`config.mk`:
```
export PLATFORM = sky130hd
export DESIGN_NAME = tcb_ctrl
export DESIGN_NICKNAME = d
export VERILOG_FILES = /design/src/tcb_pkg.sv /design/src/tcb_ctrl.sv
export SDC_FILE = /design/constraint.sdc
export NUM_CORES = 1
export LEC_CHECK = 0
export ABC_AREA = 1
export BUFFER_PORTS_ARGS = -buffer_cell sky130_fd_sc_hd__buf_2
export CAP_MARGIN = 20
export CORE_ASPECT_RATIO = 1.25
export CORE_MARGIN = 2
export CORE_UTILIZATION = 49
export DETAILED_ROUTE_END_ITERATION = 16
export PLACE_DENSITY = 0.79
export SETUP_SLACK_MARGIN = 0.5
export SLEW_MARGIN = 20
export SYNTH_ARGS = -nofsm -noshare
export SYNTH_HDL_FRONTEND = slang
export SYNTH_SLANG_ARGS = --single-unit
```
`constraint.sdc`:
```
create_clock -name clk -period 1.14 [get_ports clk]
set_input_delay 0.228 -clock clk [delete_from_list [all_inputs] [get_ports clk]]
set_output_delay 0.228 -clock clk [all_outputs]
set_load 0.02 [all_outputs]
```
`src/tcb_pkg.sv`:
```
// package: register map, field layout and reset values of the transfer control block
package tcb_pkg;
  // ----------------------------------------------------------------------
  // register word offsets (byte addresses, one aligned word each)
  // ----------------------------------------------------------------------
  localparam logic [3:0] OFS_VECTOR_TABLE_BASE = 4'h0;
  localparam logic [3:0] OFS_TRANSFER_CONTROL = 4'h4;
  localparam logic [3:0] OFS_ADDRESS_MODE_SELECT = 4'h8;
  localparam logic [3:0] OFS_MODULE_START = 4'hc;
  localparam logic [3:0] OFS_TRANSFER_STATUS = 4'h0; // upper bank, see decode
  localparam logic [4:0] ADDR_STATUS = 5'h10;
  // ----------------------------------------------------------------------
  // field positions and reset values
  // ----------------------------------------------------------------------
  localparam int BASE_SIGN_BIT = 27;
  localparam int BASE_LOW_BITS = 10;
  localparam int BIT_READ_SKIP = 4;
  localparam int BIT_SHORT_MODE = 0;
  localparam int BIT_START = 0;
  localparam int BIT_ACTIVE = 15;
  localparam logic [17:0] RST_BASE_FIELD = 18'h00000;
  localparam logic RST_READ_SKIP = 1'b0;
  localparam logic RST_SHORT_MODE = 1'b0;
  localparam logic RST_START = 1'b0;
  // activation request from the interrupt controller
  typedef struct packed {
    logic valid;
    logic [7:0] vector;
  } tcb_req_s;
  // order to the transfer engine
  typedef struct packed {
    logic valid;
    logic [7:0] vector;
    logic skip_info_read;
    logic short_mode;
    logic [31:0] table_base;
  } tcb_start_s;
endpackage

```
`src/tcb_ctrl.sv`:
```
// transfer controller base, control and status registers on an Avalon-MM slave
//
// The address map and register access over Avalon-MM were chosen for this implementation.
`timescale 1ns/1ps
// Notes on behaviour
// - base top four bits sign-extend bit 27
// - base low ten bits read zero
// - same vector with skip set skips fetch
// - requests accepted only while started
// - active flag set on activation
// - active flag cleared when transfer done
// - monitor holds serviced vector number
module tcb_ctrl
  import tcb_pkg::*;
(
  input wire logic clk,
  input wire logic srst,
  input wire logic [4:0] avs_address,
  input wire logic avs_read,
  input wire logic avs_write,
  input wire logic [31:0] avs_writedata,
  input wire logic [3:0] avs_byteenable,
  output logic [31:0] avs_readdata,
  output logic avs_waitrequest,
  input wire tcb_req_s req,
  output logic req_ready,
  output tcb_start_s start,
  input wire logic xfer_done
);
  // ----------------------------------------------------------------------
  // state
  // ----------------------------------------------------------------------
  typedef enum logic [1:0] {
    ST_IDLE = 2'b01,
    ST_BUSY = 2'b10
  } tcb_state_e;
  tcb_state_e state;
  logic [17:0] base_field; // bits 27..10 of the base
  logic read_skip;
  logic short_mode;
  logic module_start;
  logic active_flag;
  logic [7:0] active_vector_monitor;
  logic [7:0] last_vector;
  logic last_valid;
  logic acc_done;
  logic [31:0] base_full;
  logic take;
  logic next_module_start;
  // sign extension from bit 27, low ten bits always zero
  assign base_full = {{4{base_field[17]}}, base_field, {BASE_LOW_BITS{1'b0}}};
  // a request is taken only while started and no transfer runs
  assign take = req.valid && req_ready;
  // start bit as it stands after this edge; ready follows it at once, because a ready
  // lagging one cycle behind a stop write would let a request slip in while stopped
  assign next_module_start = (avs_write && acc_done && !avs_address[4] &&
    avs_address[3:0] == OFS_MODULE_START && avs_byteenable[0]) ?
    avs_writedata[BIT_START] : module_start;
  // ----------------------------------------------------------------------
  // bus slave: one wait cycle, answer at second edge
  // ----------------------------------------------------------------------
  // waitrequest drops for exactly one cycle per access, giving a two-cycle access
  always_ff @(posedge clk) begin
    if (srst) begin
      acc_done <= 1'b0;
      avs_waitrequest <= 1'b1;
    end else begin
      acc_done <= (avs_read || avs_write) && avs_waitrequest && !acc_done;
      avs_waitrequest <= !((avs_read || avs_write) && avs_waitrequest && !acc_done);
    end
  end
  // read data mux; unmapped addresses read zero
  always_ff @(posedge clk) begin
    if (srst) begin
      avs_readdata <= 32'h0000_0000;
    end else if (avs_read && avs_waitrequest && !acc_done) begin
      avs_readdata <= 32'h0000_0000;
      if (avs_address == ADDR_STATUS) begin
        avs_readdata[BIT_ACTIVE] <= active_flag;
        avs_readdata[7:0] <= active_vector_monitor;
      end else if (avs_address[4] == 1'b0) begin
        unique case (avs_address[3:0])
          OFS_VECTOR_TABLE_BASE: avs_readdata <= base_full;
          OFS_TRANSFER_CONTROL: avs_readdata[BIT_READ_SKIP] <= read_skip;
          OFS_ADDRESS_MODE_SELECT: avs_readdata[BIT_SHORT_MODE] <= short_mode;
          OFS_MODULE_START: avs_readdata[BIT_START] <= module_start;
          default: avs_readdata <= 32'h0000_0000;
        endcase
      end
    end
  end
  // ----------------------------------------------------------------------
  // writable registers; status writes are dropped
  // ----------------------------------------------------------------------
  always_ff @(posedge clk) begin
    if (srst) begin
      base_field <= RST_BASE_FIELD;
      read_skip <= RST_READ_SKIP;
      short_mode <= RST_SHORT_MODE;
      module_start <= RST_START;
    end else if (avs_write && acc_done && !avs_address[4]) begin
      unique case (avs_address[3:0])
        OFS_VECTOR_TABLE_BASE: begin
          // bits 31..28 and 9..0 are discarded
          if (avs_byteenable[1]) base_field[5:0] <= avs_writedata[15:10];
          if (avs_byteenable[2]) base_field[13:6] <= avs_writedata[23:16];
          if (avs_byteenable[3]) base_field[17:14] <= avs_writedata[27:24];
        end
        OFS_TRANSFER_CONTROL: begin
          if (avs_byteenable[0]) read_skip <= avs_writedata[BIT_READ_SKIP];
        end
        OFS_ADDRESS_MODE_SELECT: begin
          if (avs_byteenable[0]) short_mode <= avs_writedata[BIT_SHORT_MODE];
        end
        OFS_MODULE_START: begin
          if (avs_byteenable[0]) module_start <= avs_writedata[BIT_START];
        end
        default: ;
      endcase
    end
  end
  // ----------------------------------------------------------------------
  // activation and status tracking
  // ----------------------------------------------------------------------
  // the status fields change only by activation and completion, never by writes
  always_ff @(posedge clk) begin
    if (srst) begin
      state <= ST_IDLE;
      active_flag <= 1'b0;
      active_vector_monitor <= 8'h00;
      req_ready <= 1'b0;
    end else begin
      unique case (state)
        ST_IDLE: begin
          req_ready <= next_module_start;
          if (take) begin
            state <= ST_BUSY;
            active_flag <= 1'b1;
            active_vector_monitor <= req.vector;
            req_ready <= 1'b0;
          end
        end
        ST_BUSY: begin
          req_ready <= 1'b0;
          if (xfer_done) begin
            state <= ST_IDLE;
            active_flag <= 1'b0;
          end
        end
      endcase
    end
  end
  // start order to the engine, with skip decision on a repeated vector
  always_ff @(posedge clk) begin
    if (srst) begin
      start <= '0;
      last_vector <= 8'h00;
      last_valid <= 1'b0;
    end else begin
      start.valid <= take;
      if (take) begin
        start.vector <= req.vector;
        start.skip_info_read <= read_skip && last_valid && (last_vector == req.vector);
        start.short_mode <= short_mode;
        start.table_base <= base_full;
        last_vector <= req.vector;
        last_valid <= 1'b1;
      end
    end
  end
  // ----------------------------------------------------------------------
  // checks
  // ----------------------------------------------------------------------
  chk_base_sign_ext: assert property (@(posedge clk) disable iff (srst)
    base_full[31:28] == {4{base_full[27]}} && base_full[9:0] == 10'h000)
    else $error("base upper bits not sign extended or low bits set");
  chk_no_take_stop: assert property (@(posedge clk) disable iff (srst)
    !module_start && state == ST_IDLE |=> !start.valid)
    else $error("transfer started while module stopped");
  chk_active_set: assert property (@(posedge clk) disable iff (srst)
    take |=> active_flag && start.valid)
    else $error("active flag not set on activation");
  chk_active_clear: assert property (@(posedge clk) disable iff (srst)
    active_flag && xfer_done |=> !active_flag)
    else $error("active flag not cleared at completion");
  chk_monitor_hold: assert property (@(posedge clk) disable iff (srst)
    take |=> active_vector_monitor == $past(req.vector))
    else $error("monitor does not hold serviced vector");
  chk_skip_match: assert property (@(posedge clk) disable iff (srst)
    take && !read_skip |=> !start.skip_info_read)
    else $error("info read skipped while skip disabled");
  chk_status_ro: assert property (@(posedge clk) disable iff (srst)
    !take && !xfer_done |=> $stable(active_flag))
    else $error("active flag changed without cause");
  chk_short_pass: assert property (@(posedge clk) disable iff (srst)
    take |=> start.short_mode == $past(short_mode))
    else $error("address mode not passed to engine");
  chk_ready_started: assert property (@(posedge clk) disable iff (srst)
    req_ready |-> module_start)
    else $error("request ready while module stopped");
  chk_skip_repeat: assert property (@(posedge clk) disable iff (srst)
    take && read_skip && last_valid && last_vector == req.vector |=> start.skip_info_read)
    else $error("info read not skipped on repeated vector");
  chk_monitor_busy: assert property (@(posedge clk) disable iff (srst)
    state == ST_BUSY |=> $stable(active_vector_monitor))
    else $error("monitor changed during transfer");
  chk_flag_state: assert property (@(posedge clk) disable iff (srst)
    active_flag == (state == ST_BUSY))
    else $error("active flag disagrees with transfer state");
  chk_base_passed: assert property (@(posedge clk) disable iff (srst)
    take |=> start.table_base == $past(base_full))
    else $error("table base not passed to engine");
  // the answer must not stretch: a master seeing two low cycles would take a ghost access
  chk_wait_pulse: assert property (@(posedge clk) disable iff (srst)
    !avs_waitrequest |=> avs_waitrequest)
    else $error("waitrequest low for more than one cycle");
endmodule

```
==> flow_metrics.env, run 1 <==
export IMPL_start_util_pct=50.3
export IMPL_coreArea_mm2=0.00731
export IMPL_critical_path_class="reg2reg"
export IMPL_final_hold_violation_count=0
export IMPL_met1_usage_pct=30.0
export IMPL_yosysTopAreaCell="sky130_fd_sc_hd__dfxtp_1"
export IMPL_seq_power_share_pct=50.0
export IMPL_ant_nets=0
export IMPL_synth_commonest_cells="sky130_fd_sc_hd__nor2_1, sky130_fd_sc_hd__dfxtp_1, sky130_fd_sc_hd__nand2_1"
export IMPL_critical_path_source_type="flip-flop"
export IMPL_post_route_cells_drive_above_1_share_pct=62.5
export IMPL_ys_seq_area_share_pct=49.0
export IMPL_drv_max_cap_violation_count=0
export IMPL_power_density_mw_per_mm2=1020
export IMPL_wl_per_cell_um=20.9
export IMPL_max_clock_freq_ghz=0.784
export IMPL_ranking_of_synthesized_cells_by_area="sky130_fd_sc_hd__dfxtp_1, sky130_fd_sc_hd__nor2_1, sky130_fd_sc_hd__o21ai_0"
export IMPL_hp_class="in2reg"
export IMPL_grtUsageMet2_pct=55.7
export IMPL_post_detailed_placement_half_perimeter_wirelength_um=6410
export IMPL_synthToLayoutAreaGrowth_pct=73.5
export IMPL_global_route_usage_total_pct=29.9
export IMPL_timing_critical_path_required_ps=1430
export IMPL_synth_edff_count=0
export IMPL_power_internal_mw=4.68
export IMPL_antenna_diode_count=0
export IMPL_vias=4127
export IMPL_dieHeight_um=101
export IMPL_outcome="finished with violations"
export IMPL_worst_r2r_cell_count=6
export IMPL_crit_path_end_kind="flip-flop"
export IMPL_route_detailed_drc=0
export IMPL_p_total_mw=6.49
export IMPL_vdd_ir_drop_worst_mv=0.830
export IMPL_timing_max_transition_violations_final=0
export IMPL_power_share_clock_pct=36.3
export IMPL_critical_path_reg2reg_startpoint="avs_waitrequest"
export IMPL_io_pins=132
export IMPL_tritoncts="built"
export IMPL_yosys_area_top_type_share_pct=49.0
export IMPL_layout_setup_ws_ps=-136
export IMPL_postSynthCellCount=481
export IMPL_finalHoldWorstSlack_ps=114
export IMPL_power_combinational_fraction_pct=13.7
export IMPL_ctsHoldBuffers=0
export IMPL_dieArea_mm2=0.00822
export IMPL_worstSkewPairLatency_ps=370
export IMPL_die_width_um=81.5
export IMPL_setup_viol_count_final=31
export IMPL_critPathLaunch="avs_waitrequest"
export IMPL_gr_max_usage_layer="met2"
export IMPL_p_sw_mw=1.81
export IMPL_yosys_warnings=0
export IMPL_antenna_found_initial=0
export IMPL_worstReg2RegEnd="avs_readdata[13]"
export IMPL_violated_checks="setup timing"
export IMPL_first_iter_violations=310
export IMPL_ys_seq_elements=90
export IMPL_p_leak_nw=2.69
export IMPL_routabilityCongestion=0.848
export IMPL_placement_io_buffers=107
export IMPL_switching_share_pct=27.9
export IMPL_gr_usage_met3_pct=7.08
export IMPL_arrival_ps=1560
export IMPL_cts_root_buffer="sky130_fd_sc_hd__clkbuf_8"
export IMPL_totalWireLength_um=15200
export IMPL_syn_area_per_cell_um2=7.64
export IMPL_post_synth_instance_area_mm2=0.00368
export IMPL_grt_max_degree=64
export IMPL_post_route_min_period_ps=1280
export IMPL_ctsHtreeMaxLevel=3
export IMPL_dr_pass1_iters=7
export IMPL_rows=35
export IMPL_first_global_vias=3785
export IMPL_vias_per_cell=5.68
export IMPL_num_nets_final=686
export IMPL_clkTransAtPathRegs_ps=100
export IMPL_setup_reg_to_reg_worst_slack_ps=-140
export IMPL_clkSinkCount=90
export IMPL_critical_path_endpoint="avs_readdata[13]"
export IMPL_worst_path_max_fanout=7
export IMPL_yosys_cell_count_top_type="sky130_fd_sc_hd__nor2_1"
export IMPL_cts_buffer_depth=2
export IMPL_post_synth_num_cell_types=28
export IMPL_placedInstanceArea_mm2=0.00436
export IMPL_async_flop_share_pct=0
export IMPL_finish_instance_area_mm2=0.00638
export IMPL_yosys_most_used_dff="sky130_fd_sc_hd__dfxtp_1"
export IMPL_period_share_pct=112
export IMPL_fin_worst_skew_ps=10.6
export IMPL_rsz_0062_raised_after_global_routing="true"
export IMPL_grt_pass1_wl_um=18300
export IMPL_numCtsBuffers=9
export IMPL_grt_overflow_total=0
## final cells by class
cell class / count / area (um2)
Fill cell: 356 / 935
Sequential cell: 90 / 1910
Clock inverter: 5 / 60.1
Timing Repair inverter: 1 / 11.3
Tap cell: 92 / 115
Multi-Input combinational cell: 314 / 2210
Timing Repair Buffer: 169 / 1680
Inverter: 46 / 244
Clock buffer: 10 / 149
## critical path, stage by stage (launching register included)
cell                      delay [ps]
sky130_fd_sc_hd__dfxtp_4         370
sky130_fd_sc_hd__nand2_4          50
sky130_fd_sc_hd__nor2_4          170
sky130_fd_sc_hd__inv_4            60
sky130_fd_sc_hd__nor2_4          200
sky130_fd_sc_hd__nand3_1         160
sky130_fd_sc_hd__a21oi_1         180
## power groups by stage
stage | logic (mW) | clock network (mW) | registers [mW]
floorplan | 0.366 | 0 | 3.35
global placement | 0.588 | 0 | 3.30
detailed placement | 0.599 | 0 | 3.30
CTS | 0.757 | 2.31 | 3.25
global route | 0.933 | 2.50 | 3.25
finish | 0.888 | 2.36 | 3.24
## stage by stage
step                setup TNS, ps  util (%)  worst slack (ps)  instances
global placement             -982      59.6             -62.7        664
finish                      -1050      87.2              -136        727
floorplan                       0         -              83.4        492
CTS                             0      79.5              8.29        706
detailed placement          -1750      59.6              -108        664
global route                -3020      87.2              -175        727
## flip-flops by register name (all words and copies together) (netlist names)
signal and count:
acc_done 1, active_vector_monitor 8, avs_readdata 26, avs_waitrequest 1
base_field 18, last_valid 1, last_vector 8, module_start 1
read_skip 1, req_ready 1, short_mode 1, start 21
state 2
## cell usage in the layout (no fill, tap or decap), types with 3 or more instances in the layout
| cell type | instances |
|---|---|
| sky130_fd_sc_hd__dfxtp_4 | 12 |
| sky130_fd_sc_hd__nor2_2 | 12 |
| sky130_fd_sc_hd__buf_12 | 9 |
| sky130_fd_sc_hd__inv_1 | 30 |
| sky130_fd_sc_hd__nand3_4 | 6 |
| sky130_fd_sc_hd__nand2_1 | 51 |
| sky130_fd_sc_hd__buf_4 | 40 |
| sky130_fd_sc_hd__inv_6 | 4 |
| sky130_fd_sc_hd__o21ai_4 | 8 |
| sky130_fd_sc_hd__buf_6 | 69 |
| sky130_fd_sc_hd__dfxtp_1 | 29 |
| sky130_fd_sc_hd__inv_2 | 6 |
| sky130_fd_sc_hd__buf_16 | 7 |
| sky130_fd_sc_hd__nor2_4 | 39 |
| sky130_fd_sc_hd__inv_4 | 3 |
| sky130_fd_sc_hd__o21ai_2 | 36 |
| sky130_fd_sc_hd__o21ai_1 | 16 |
| sky130_fd_sc_hd__o211ai_1 | 12 |
| sky130_fd_sc_hd__o21ai_0 | 4 |
| sky130_fd_sc_hd__a21oi_1 | 12 |
| sky130_fd_sc_hd__a21oi_2 | 14 |
| sky130_fd_sc_hd__a211oi_2 | 4 |
| sky130_fd_sc_hd__clkinv_8 | 3 |
| sky130_fd_sc_hd__conb_1 | 12 |
| sky130_fd_sc_hd__dfxtp_2 | 49 |
| sky130_fd_sc_hd__buf_2 | 43 |
| sky130_fd_sc_hd__nor2_1 | 51 |
| sky130_fd_sc_hd__nand3_1 | 15 |
| sky130_fd_sc_hd__nand3_2 | 5 |
| sky130_fd_sc_hd__clkbuf_8 | 9 |
| sky130_fd_sc_hd__nand2_2 | 4 |
## layer usage
| metal | wire length [um] | part of all wire, % | vias up |
|---|---|---|---|
| li1 | - | - | 1834 |
| met1 | 4830 | 32 | 1951 |
| met2 | 8330 | 55 | 239 |
| met3 | 1060 | 7.0 | 103 |
| met4 | 993 | 6.5 | 0 |
| met5 | 0 | 0 | - |
## kinds of logic (layout without fill, tap and decap cells)
logic type      after synthesis  count (layout)  share of synthesized area (%)
xor+xnor                      1               1                          0.238
flops                        90              90                           49.0
buf+inv                      89             231                           12.0
compound gates              109             109                           16.1
other cells                   1              12                          0.102
simple gates                191             192                           22.5
## worst min path at each step
| stage | startpoint | to | slack (ps) | depth (start not counted) |
|---|---|---|---|---|
| after floorplan | avs_writedata[0] | short_mode | 370 | 2 |
| after global placement | avs_readdata[2] | avs_readdata[2] | 450 | 2 |
| after detailed placement | avs_readdata[12] | avs_readdata[12] | 460 | 2 |
| after CTS | avs_writedata[11] | base_field[1] | 90 | 3 |
| after global routing | avs_writedata[16] | base_field[6] | 140 | 3 |
| final | avs_writedata[12] | base_field[2] | 110 | 3 |
## what timing repair did
item / in CTS / in global routing
resized for setup: 297 / 117
buffers inserted: 18 / 21
hold endpoints to repair: 0 / 0
pin swaps: 28 / 32
gates cloned: 9 / 0
endpoints found under the setup margin: 155 / 155
(Power assumes the default switching activity.)
==> inputs of run 2 (changes only) <==
--- a/config.mk
+++ b/config.mk
@@ -8,11 +8,13 @@
 export ABC_AREA = 1
 export BUFFER_PORTS_ARGS = -buffer_cell sky130_fd_sc_hd__buf_2
 export CAP_MARGIN = 20
+export CELL_PAD_IN_SITES_DETAIL_PLACEMENT = 1
+export CELL_PAD_IN_SITES_GLOBAL_PLACEMENT = 2
 export CORE_ASPECT_RATIO = 1.25
 export CORE_MARGIN = 2
-export CORE_UTILIZATION = 49
+export CORE_UTILIZATION = 27
 export DETAILED_ROUTE_END_ITERATION = 16
-export PLACE_DENSITY = 0.79
+export PLACE_DENSITY_LB_ADDON = 0.1
 export SETUP_SLACK_MARGIN = 0.5
 export SLEW_MARGIN = 20
 export SYNTH_ARGS = -nofsm -noshare
==> flow_metrics.env, run 2 (same netlist as run 1, synthesis figures left out) <==
export IMPL_min_delay_path_depth=3
export IMPL_coreArea_mm2=0.0133
export IMPL_first_iter_violations=52
export IMPL_power_density_mw_per_mm2=1160
export IMPL_clkTransAtPathRegs_ps=60
export IMPL_top_register="avs_readdata"
export IMPL_antenna_found_initial=0
export IMPL_grt_max_degree=28
export IMPL_antenna_diode_count=0
export IMPL_placement_io_buffers=107
export IMPL_timing_critical_path_required_ps=1400
export IMPL_routabilityCongestion=0.767
export IMPL_hold_path_end="base_field[0]"
export IMPL_fin_worst_skew_ps=3.53
export IMPL_path_delay_family="flip-flops"
export IMPL_rsz_0062_raised_after_global_routing="true"
export IMPL_dr_pass1_iters=4
export IMPL_layout_common_cells="sky130_fd_sc_hd__buf_6, sky130_fd_sc_hd__nand2_1, sky130_fd_sc_hd__nor2_1, sky130_fd_sc_hd__dfxtp_2, sky130_fd_sc_hd__buf_4"
export IMPL_worstSkewPairLatency_ps=340
export IMPL_largest_register_ff_count=26
export IMPL_crit_path_end_kind="flip-flop"
export IMPL_die_width_um=108
export IMPL_grt_pass1_wl_um=20000
export IMPL_max_clock_freq_ghz=0.846
export IMPL_post_route_min_period_ps=1180
export IMPL_period_share_pct=104
export IMPL_route_detailed_drc=0
export IMPL_finalHoldWorstSlack_ps=145
export IMPL_cts_root_buffer="sky130_fd_sc_hd__clkbuf_16"
export IMPL_io_pins=132
export IMPL_setup_reg_to_reg_worst_slack_ps=-40
export IMPL_violated_checks="setup timing"
export IMPL_wl_per_cell_um=16.5
export IMPL_p_leak_nw=2.80
export IMPL_final_core_util_pct=49.9
export IMPL_critical_path_reg2reg_startpoint="state[0]"
export IMPL_arrival_ps=1440
export IMPL_worstReg2RegEnd="active_vector_monitor[7]"
export IMPL_layout_commonest_cell="sky130_fd_sc_hd__buf_6"
export IMPL_clkSinkCount=90
export IMPL_totalWireLength_um=13500
export IMPL_dieHeight_um=134
export IMPL_critical_path_most_common_cell="sky130_fd_sc_hd__nor2_4"
export IMPL_drv_max_cap_violation_count=0
export IMPL_numCtsBuffers=9
export IMPL_global_route_usage_total_pct=17.7
export IMPL_setup_viol_count_final=9
export IMPL_worst_path_max_fanout=7
export IMPL_count_of_buffer_and_inverter_cells_on_the_critical_path=3
export IMPL_critical_path_slowest_cell="sky130_fd_sc_hd__dfxtp_2"
export IMPL_critical_path_source_type="flip-flop"
export IMPL_final_hold_violation_count=0
export IMPL_grt_overflow_total=0
export IMPL_layout_setup_ws_ps=-41.9
export IMPL_num_nets_final=697
export IMPL_biggest_registers_after_layout="avs_readdata: 26 flops, start: 21 flops, base_field: 18 flops"
export IMPL_dieArea_mm2=0.0146
export IMPL_vias=3775
export IMPL_cts_buffer_depth=2
export IMPL_timing_max_transition_violations_final=0
export IMPL_vdd_ir_drop_worst_mv=0.698
export IMPL_vias_per_cell=4.61
export IMPL_post_route_cells_drive_above_1_share_pct=60.0
export IMPL_crit_chain="inv_2 > nor2_4 > nand2_8 > inv_8 > buf_12 > nor2_4 > a211oi_2"
export IMPL_timing_setup_tns_ps=-170
export IMPL_tritoncts="built"
export IMPL_worst_r2r_cell_count=7
export IMPL_hold_path_startpoint="avs_writedata[10]"
export IMPL_outcome="finished with violations"
export IMPL_rows=47
export IMPL_critical_path_class="reg2reg"
export IMPL_start_util_pct=27.7
export IMPL_ctsHtreeMaxLevel=3
export IMPL_synthToLayoutAreaGrowth_pct=80.3
export IMPL_hp_class="in2reg"
export IMPL_final_cells=818
export IMPL_first_global_vias=3882
export IMPL_placed_cells=754
export IMPL_ant_nets=0
export IMPL_cpPeakStageDelay_ps=350
export IMPL_post_detailed_placement_half_perimeter_wirelength_um=8380
run 2: changes by cell type in the layout (fill, tap and decap cells not counted), moves of 5 or more:
cell / delta
sky130_fd_sc_hd__clkbuf_8: -7
sky130_fd_sc_hd__clkbuf_16: +12
sky130_fd_sc_hd__a21oi_1: +5
sky130_fd_sc_hd__a21oi_2: -6
sky130_fd_sc_hd__o21ai_1: +5
sky130_fd_sc_hd__o21ai_4: -6
sky130_fd_sc_hd__buf_6: +7
sky130_fd_sc_hd__buf_4: +5
run 2: cell type report:
cell class	count	area (um2)
multi-input combinational	314	2130
clock inverter	4	97.6
clock buffer	12	256
inverter	46	229
tap	171	214
timing repair buffer	181	1800
sequential	90	1900
fill	1523	6660
run 2: timing repair:
action | 4_1_cts | 5_1_grt
buffers inserted | 19 | 20
resized for setup | 334 | 59
cloned | 5 | 4
pin swaps | 32 | 18
hold buffers | 0 | 0
endpoints found under the setup margin | 155 | 155
run 2: worst max path at each step:
stage | start | to | slack (ps) | cells past startpoint
5_1_grt | state[0] | active_vector_monitor[7] | -100 | 7
2_1_floorplan | avs_waitrequest | avs_readdata[10] | 80 | 6
3_5_place_dp | avs_address[1] | avs_readdata[16] | -180 | 7
3_3_place_gp | avs_address[1] | base_field[6] | -110 | 7
6_report | state[0] | active_vector_monitor[7] | -40 | 7
4_1_cts | avs_waitrequest | avs_waitrequest | -10 | 2
run 2: tightest hold or removal path, stage by stage:
cell	delay (ps)
sky130_fd_sc_hd__buf_2	90
sky130_fd_sc_hd__o21ai_2	50
sky130_fd_sc_hd__nor2_1	80
run 2: layer usage:
layer  GRT usage [%]  part of all wire (%)
met1            20.2                    38
met2            33.4                    57
met3            2.46                   3.4
met4            5.56                   1.5
met5               0                     0
run 2: stage by stage:
stage | instance area [um2] | total power, mW | setup WS (ps)
global route | 6630 | 7.96 | -102
global placement | 4580 | 3.96 | -107
CTS | 6140 | 7.72 | -14.3
detailed placement | 4580 | 3.97 | -179
floorplan | 3950 | 3.72 | 83.4
finish | 6630 | 7.67 | -41.9
run 2: power breakdown:
| group | leakage, nW | switching [mW] | internal (mW) |
|---|---|---|---|
| clock network | 0.169 | 1.26 | 2.26 |
| registers | 0.758 | 0.0533 | 3.19 |
| logic | 1.88 | 0.505 | 0.400 |
==> inputs of run 3 (changes only) <==
--- a/config.mk
+++ b/config.mk
@@ -16,6 +16,7 @@
 export DETAILED_ROUTE_END_ITERATION = 16
 export PLACE_DENSITY_LB_ADDON = 0.1
 export SETUP_SLACK_MARGIN = 0.5
+export SKIP_LAST_GASP = 1
 export SLEW_MARGIN = 20
 export SYNTH_ARGS = -nofsm -noshare
 export SYNTH_HDL_FRONTEND = slang
==> flow_metrics.env, run 3 (same netlist as run 1, synthesis figures left out) <==
export IMPL_vias=3723
export IMPL_fin_worst_skew_ps=5.67
export IMPL_vdd_ir_drop_worst_mv=0.674
export IMPL_coreArea_mm2=0.0133
export IMPL_timing_max_transition_violations_final=0
export IMPL_grt_overflow_total=0
export IMPL_critPathLaunch="avs_waitrequest"
export IMPL_area_sequential_mm2=0.00190
export IMPL_arrival_ps=1420
export IMPL_biggest_registers_after_layout="avs_readdata: 26 flops, start: 21 flops, base_field: 18 flops"
export IMPL_largest_register_ff_count=26
export IMPL_wl_per_cell_um=16.3
export IMPL_post_route_min_period_ps=1150
export IMPL_critical_path_source_type="flip-flop"
export IMPL_post_detailed_placement_half_perimeter_wirelength_um=8380
export IMPL_grt_max_degree=28
export IMPL_synthToLayoutAreaGrowth_pct=75.2
export IMPL_ctsHtreeMaxLevel=3
export IMPL_rows=47
export IMPL_global_route_usage_total_pct=17.6
export IMPL_dr_pass1_iters=4
export IMPL_worst_path_max_fanout=7
export IMPL_clkTransAtPathRegs_ps=70
export IMPL_cts_root_buffer="sky130_fd_sc_hd__clkbuf_16"
export IMPL_clkSinkCount=90
export IMPL_io_pins=132
export IMPL_route_detailed_drc=0
export IMPL_period_share_pct=101
export IMPL_p_leak_nw=2.73
export IMPL_cts_buffer_depth=2
export IMPL_placement_io_buffers=107
export IMPL_power_density_mw_per_mm2=1190
export IMPL_first_global_vias=3888
export IMPL_top_register="avs_readdata"
export IMPL_hold_path_startpoint="avs_writedata[10]"
export IMPL_p_total_mw=7.66
export IMPL_vias_per_cell=4.56
export IMPL_final_hold_violation_count=0
export IMPL_footprint_of_the_multi_input_gates_mm2=0.00199
export IMPL_layout_commonest_cell="sky130_fd_sc_hd__buf_6"
export IMPL_numCtsBuffers=9
export IMPL_die_width_um=108
export IMPL_dieArea_mm2=0.0146
export IMPL_num_nets_final=695
export IMPL_start_util_pct=27.7
export IMPL_first_iter_violations=73
export IMPL_max_clock_freq_ghz=0.867
export IMPL_dpl_worst_slack_ps=-179
export IMPL_filler_instances=1536
export IMPL_post_route_cells_drive_above_1_share_pct=56.3
export IMPL_crit_path_end_kind="flip-flop"
export IMPL_hp_class="in2reg"
export IMPL_routabilityCongestion=0.767
export IMPL_timing_critical_path_required_ps=1410
export IMPL_critical_path_class="reg2reg"
export IMPL_rsz_0062_raised_after_global_routing="true"
export IMPL_tritoncts="built"
export IMPL_totalWireLength_um=13300
export IMPL_violated_checks="setup timing"
export IMPL_antenna_diode_count=0
export IMPL_critical_path_reg2reg_startpoint="avs_waitrequest"
export IMPL_layout_setup_ws_ps=-14.0
export IMPL_ant_nets=0
export IMPL_setup_viol_count_final=4
export IMPL_grt_pass1_wl_um=19900
export IMPL_drv_max_cap_violation_count=0
export IMPL_layout_common_cells="sky130_fd_sc_hd__buf_6, sky130_fd_sc_hd__nor2_1, sky130_fd_sc_hd__nand2_1, sky130_fd_sc_hd__dfxtp_2, sky130_fd_sc_hd__buf_4"
export IMPL_outcome="finished with violations"
export IMPL_dieHeight_um=134
export IMPL_worstSkewPairLatency_ps=340
export IMPL_antenna_found_initial=0
## run 3: cell types whose count changed in the layout (fill, tap and decap cells not counted), moves of 5 or more
cell / delta
sky130_fd_sc_hd__nor2_4: -20
sky130_fd_sc_hd__nor2_2: +5
sky130_fd_sc_hd__nor2_1: +15
sky130_fd_sc_hd__o21ai_4: +6
sky130_fd_sc_hd__o21ai_2: -8
## run 3: path summary, 6_finish.rpt
path	end	slack, ps	cells past startpoint
min reg2reg	avs_readdata[3]	480	2
max	avs_readdata[10]	-10	6
min	base_field[0]	140	3
max reg2reg	avs_readdata[10]	-10	6
## run 3: layout make-up
| cell class | count | area share, % |
|---|---|---|
| clock buffer | 12 | 3.98 |
| clock inverter | 4 | 1.52 |
| inverter | 46 | 3.30 |
| multi-input combinational | 314 | 31.0 |
| sequential | 90 | 29.5 |
| tap | 171 | 3.32 |
| timing repair buffer | 179 | 27.4 |
## run 3: through the flow
| step | TNS (ps) | instances | util, % | hold slack, ps | instance area, um2 |
|---|---|---|---|---|---|
| final | -32.6 | 816 | 48.4 | 142 | 6440 |
| after CTS | -55.8 | 794 | 44.7 | 129 | 5940 |
| after floorplan | 0 | 492 | - | 368 | 3950 |
| after global routing | -1800 | 816 | 48.4 | 156 | 6440 |
| after detailed placement | -4470 | 754 | 34.4 | 465 | 4580 |
| after global placement | -3090 | 754 | 34.4 | 455 | 4580 |
## run 3: timing repair
action	4_1_cts	5_1_grt
endpoints found under the setup margin	155	155
hold buffers	0	0
gates resized for setup	280	63
buffers inserted	19	18
pin swaps	27	12
gates cloned	5	4
## run 3: routing by layer
metal / GRT usage (%) / routed length, um / up-vias
met3: 2.51 / 477 / 17
met4: 5.56 / 206 / 0
li1: - / - / 1839
met2: 33.2 / 7430 / 73
met1: 20.0 / 5160 / 1794
met5: 0 / 0 / -
## run 3: critical path, cell delays in order (launching register included)
cell and delay (ps):
sky130_fd_sc_hd__dfxtp_4 360, sky130_fd_sc_hd__nand2_4 50, sky130_fd_sc_hd__nor2_4 130, sky130_fd_sc_hd__inv_2 90
sky130_fd_sc_hd__nor2_4 190, sky130_fd_sc_hd__nand3_1 120, sky130_fd_sc_hd__a21oi_2 150
## run 3: where the power goes
part           internal, mW  switching, mW  total (mW)
Combinational         0.390          0.496       0.886
Clock                  2.27           1.26        3.52
Sequential             3.19         0.0522        3.25
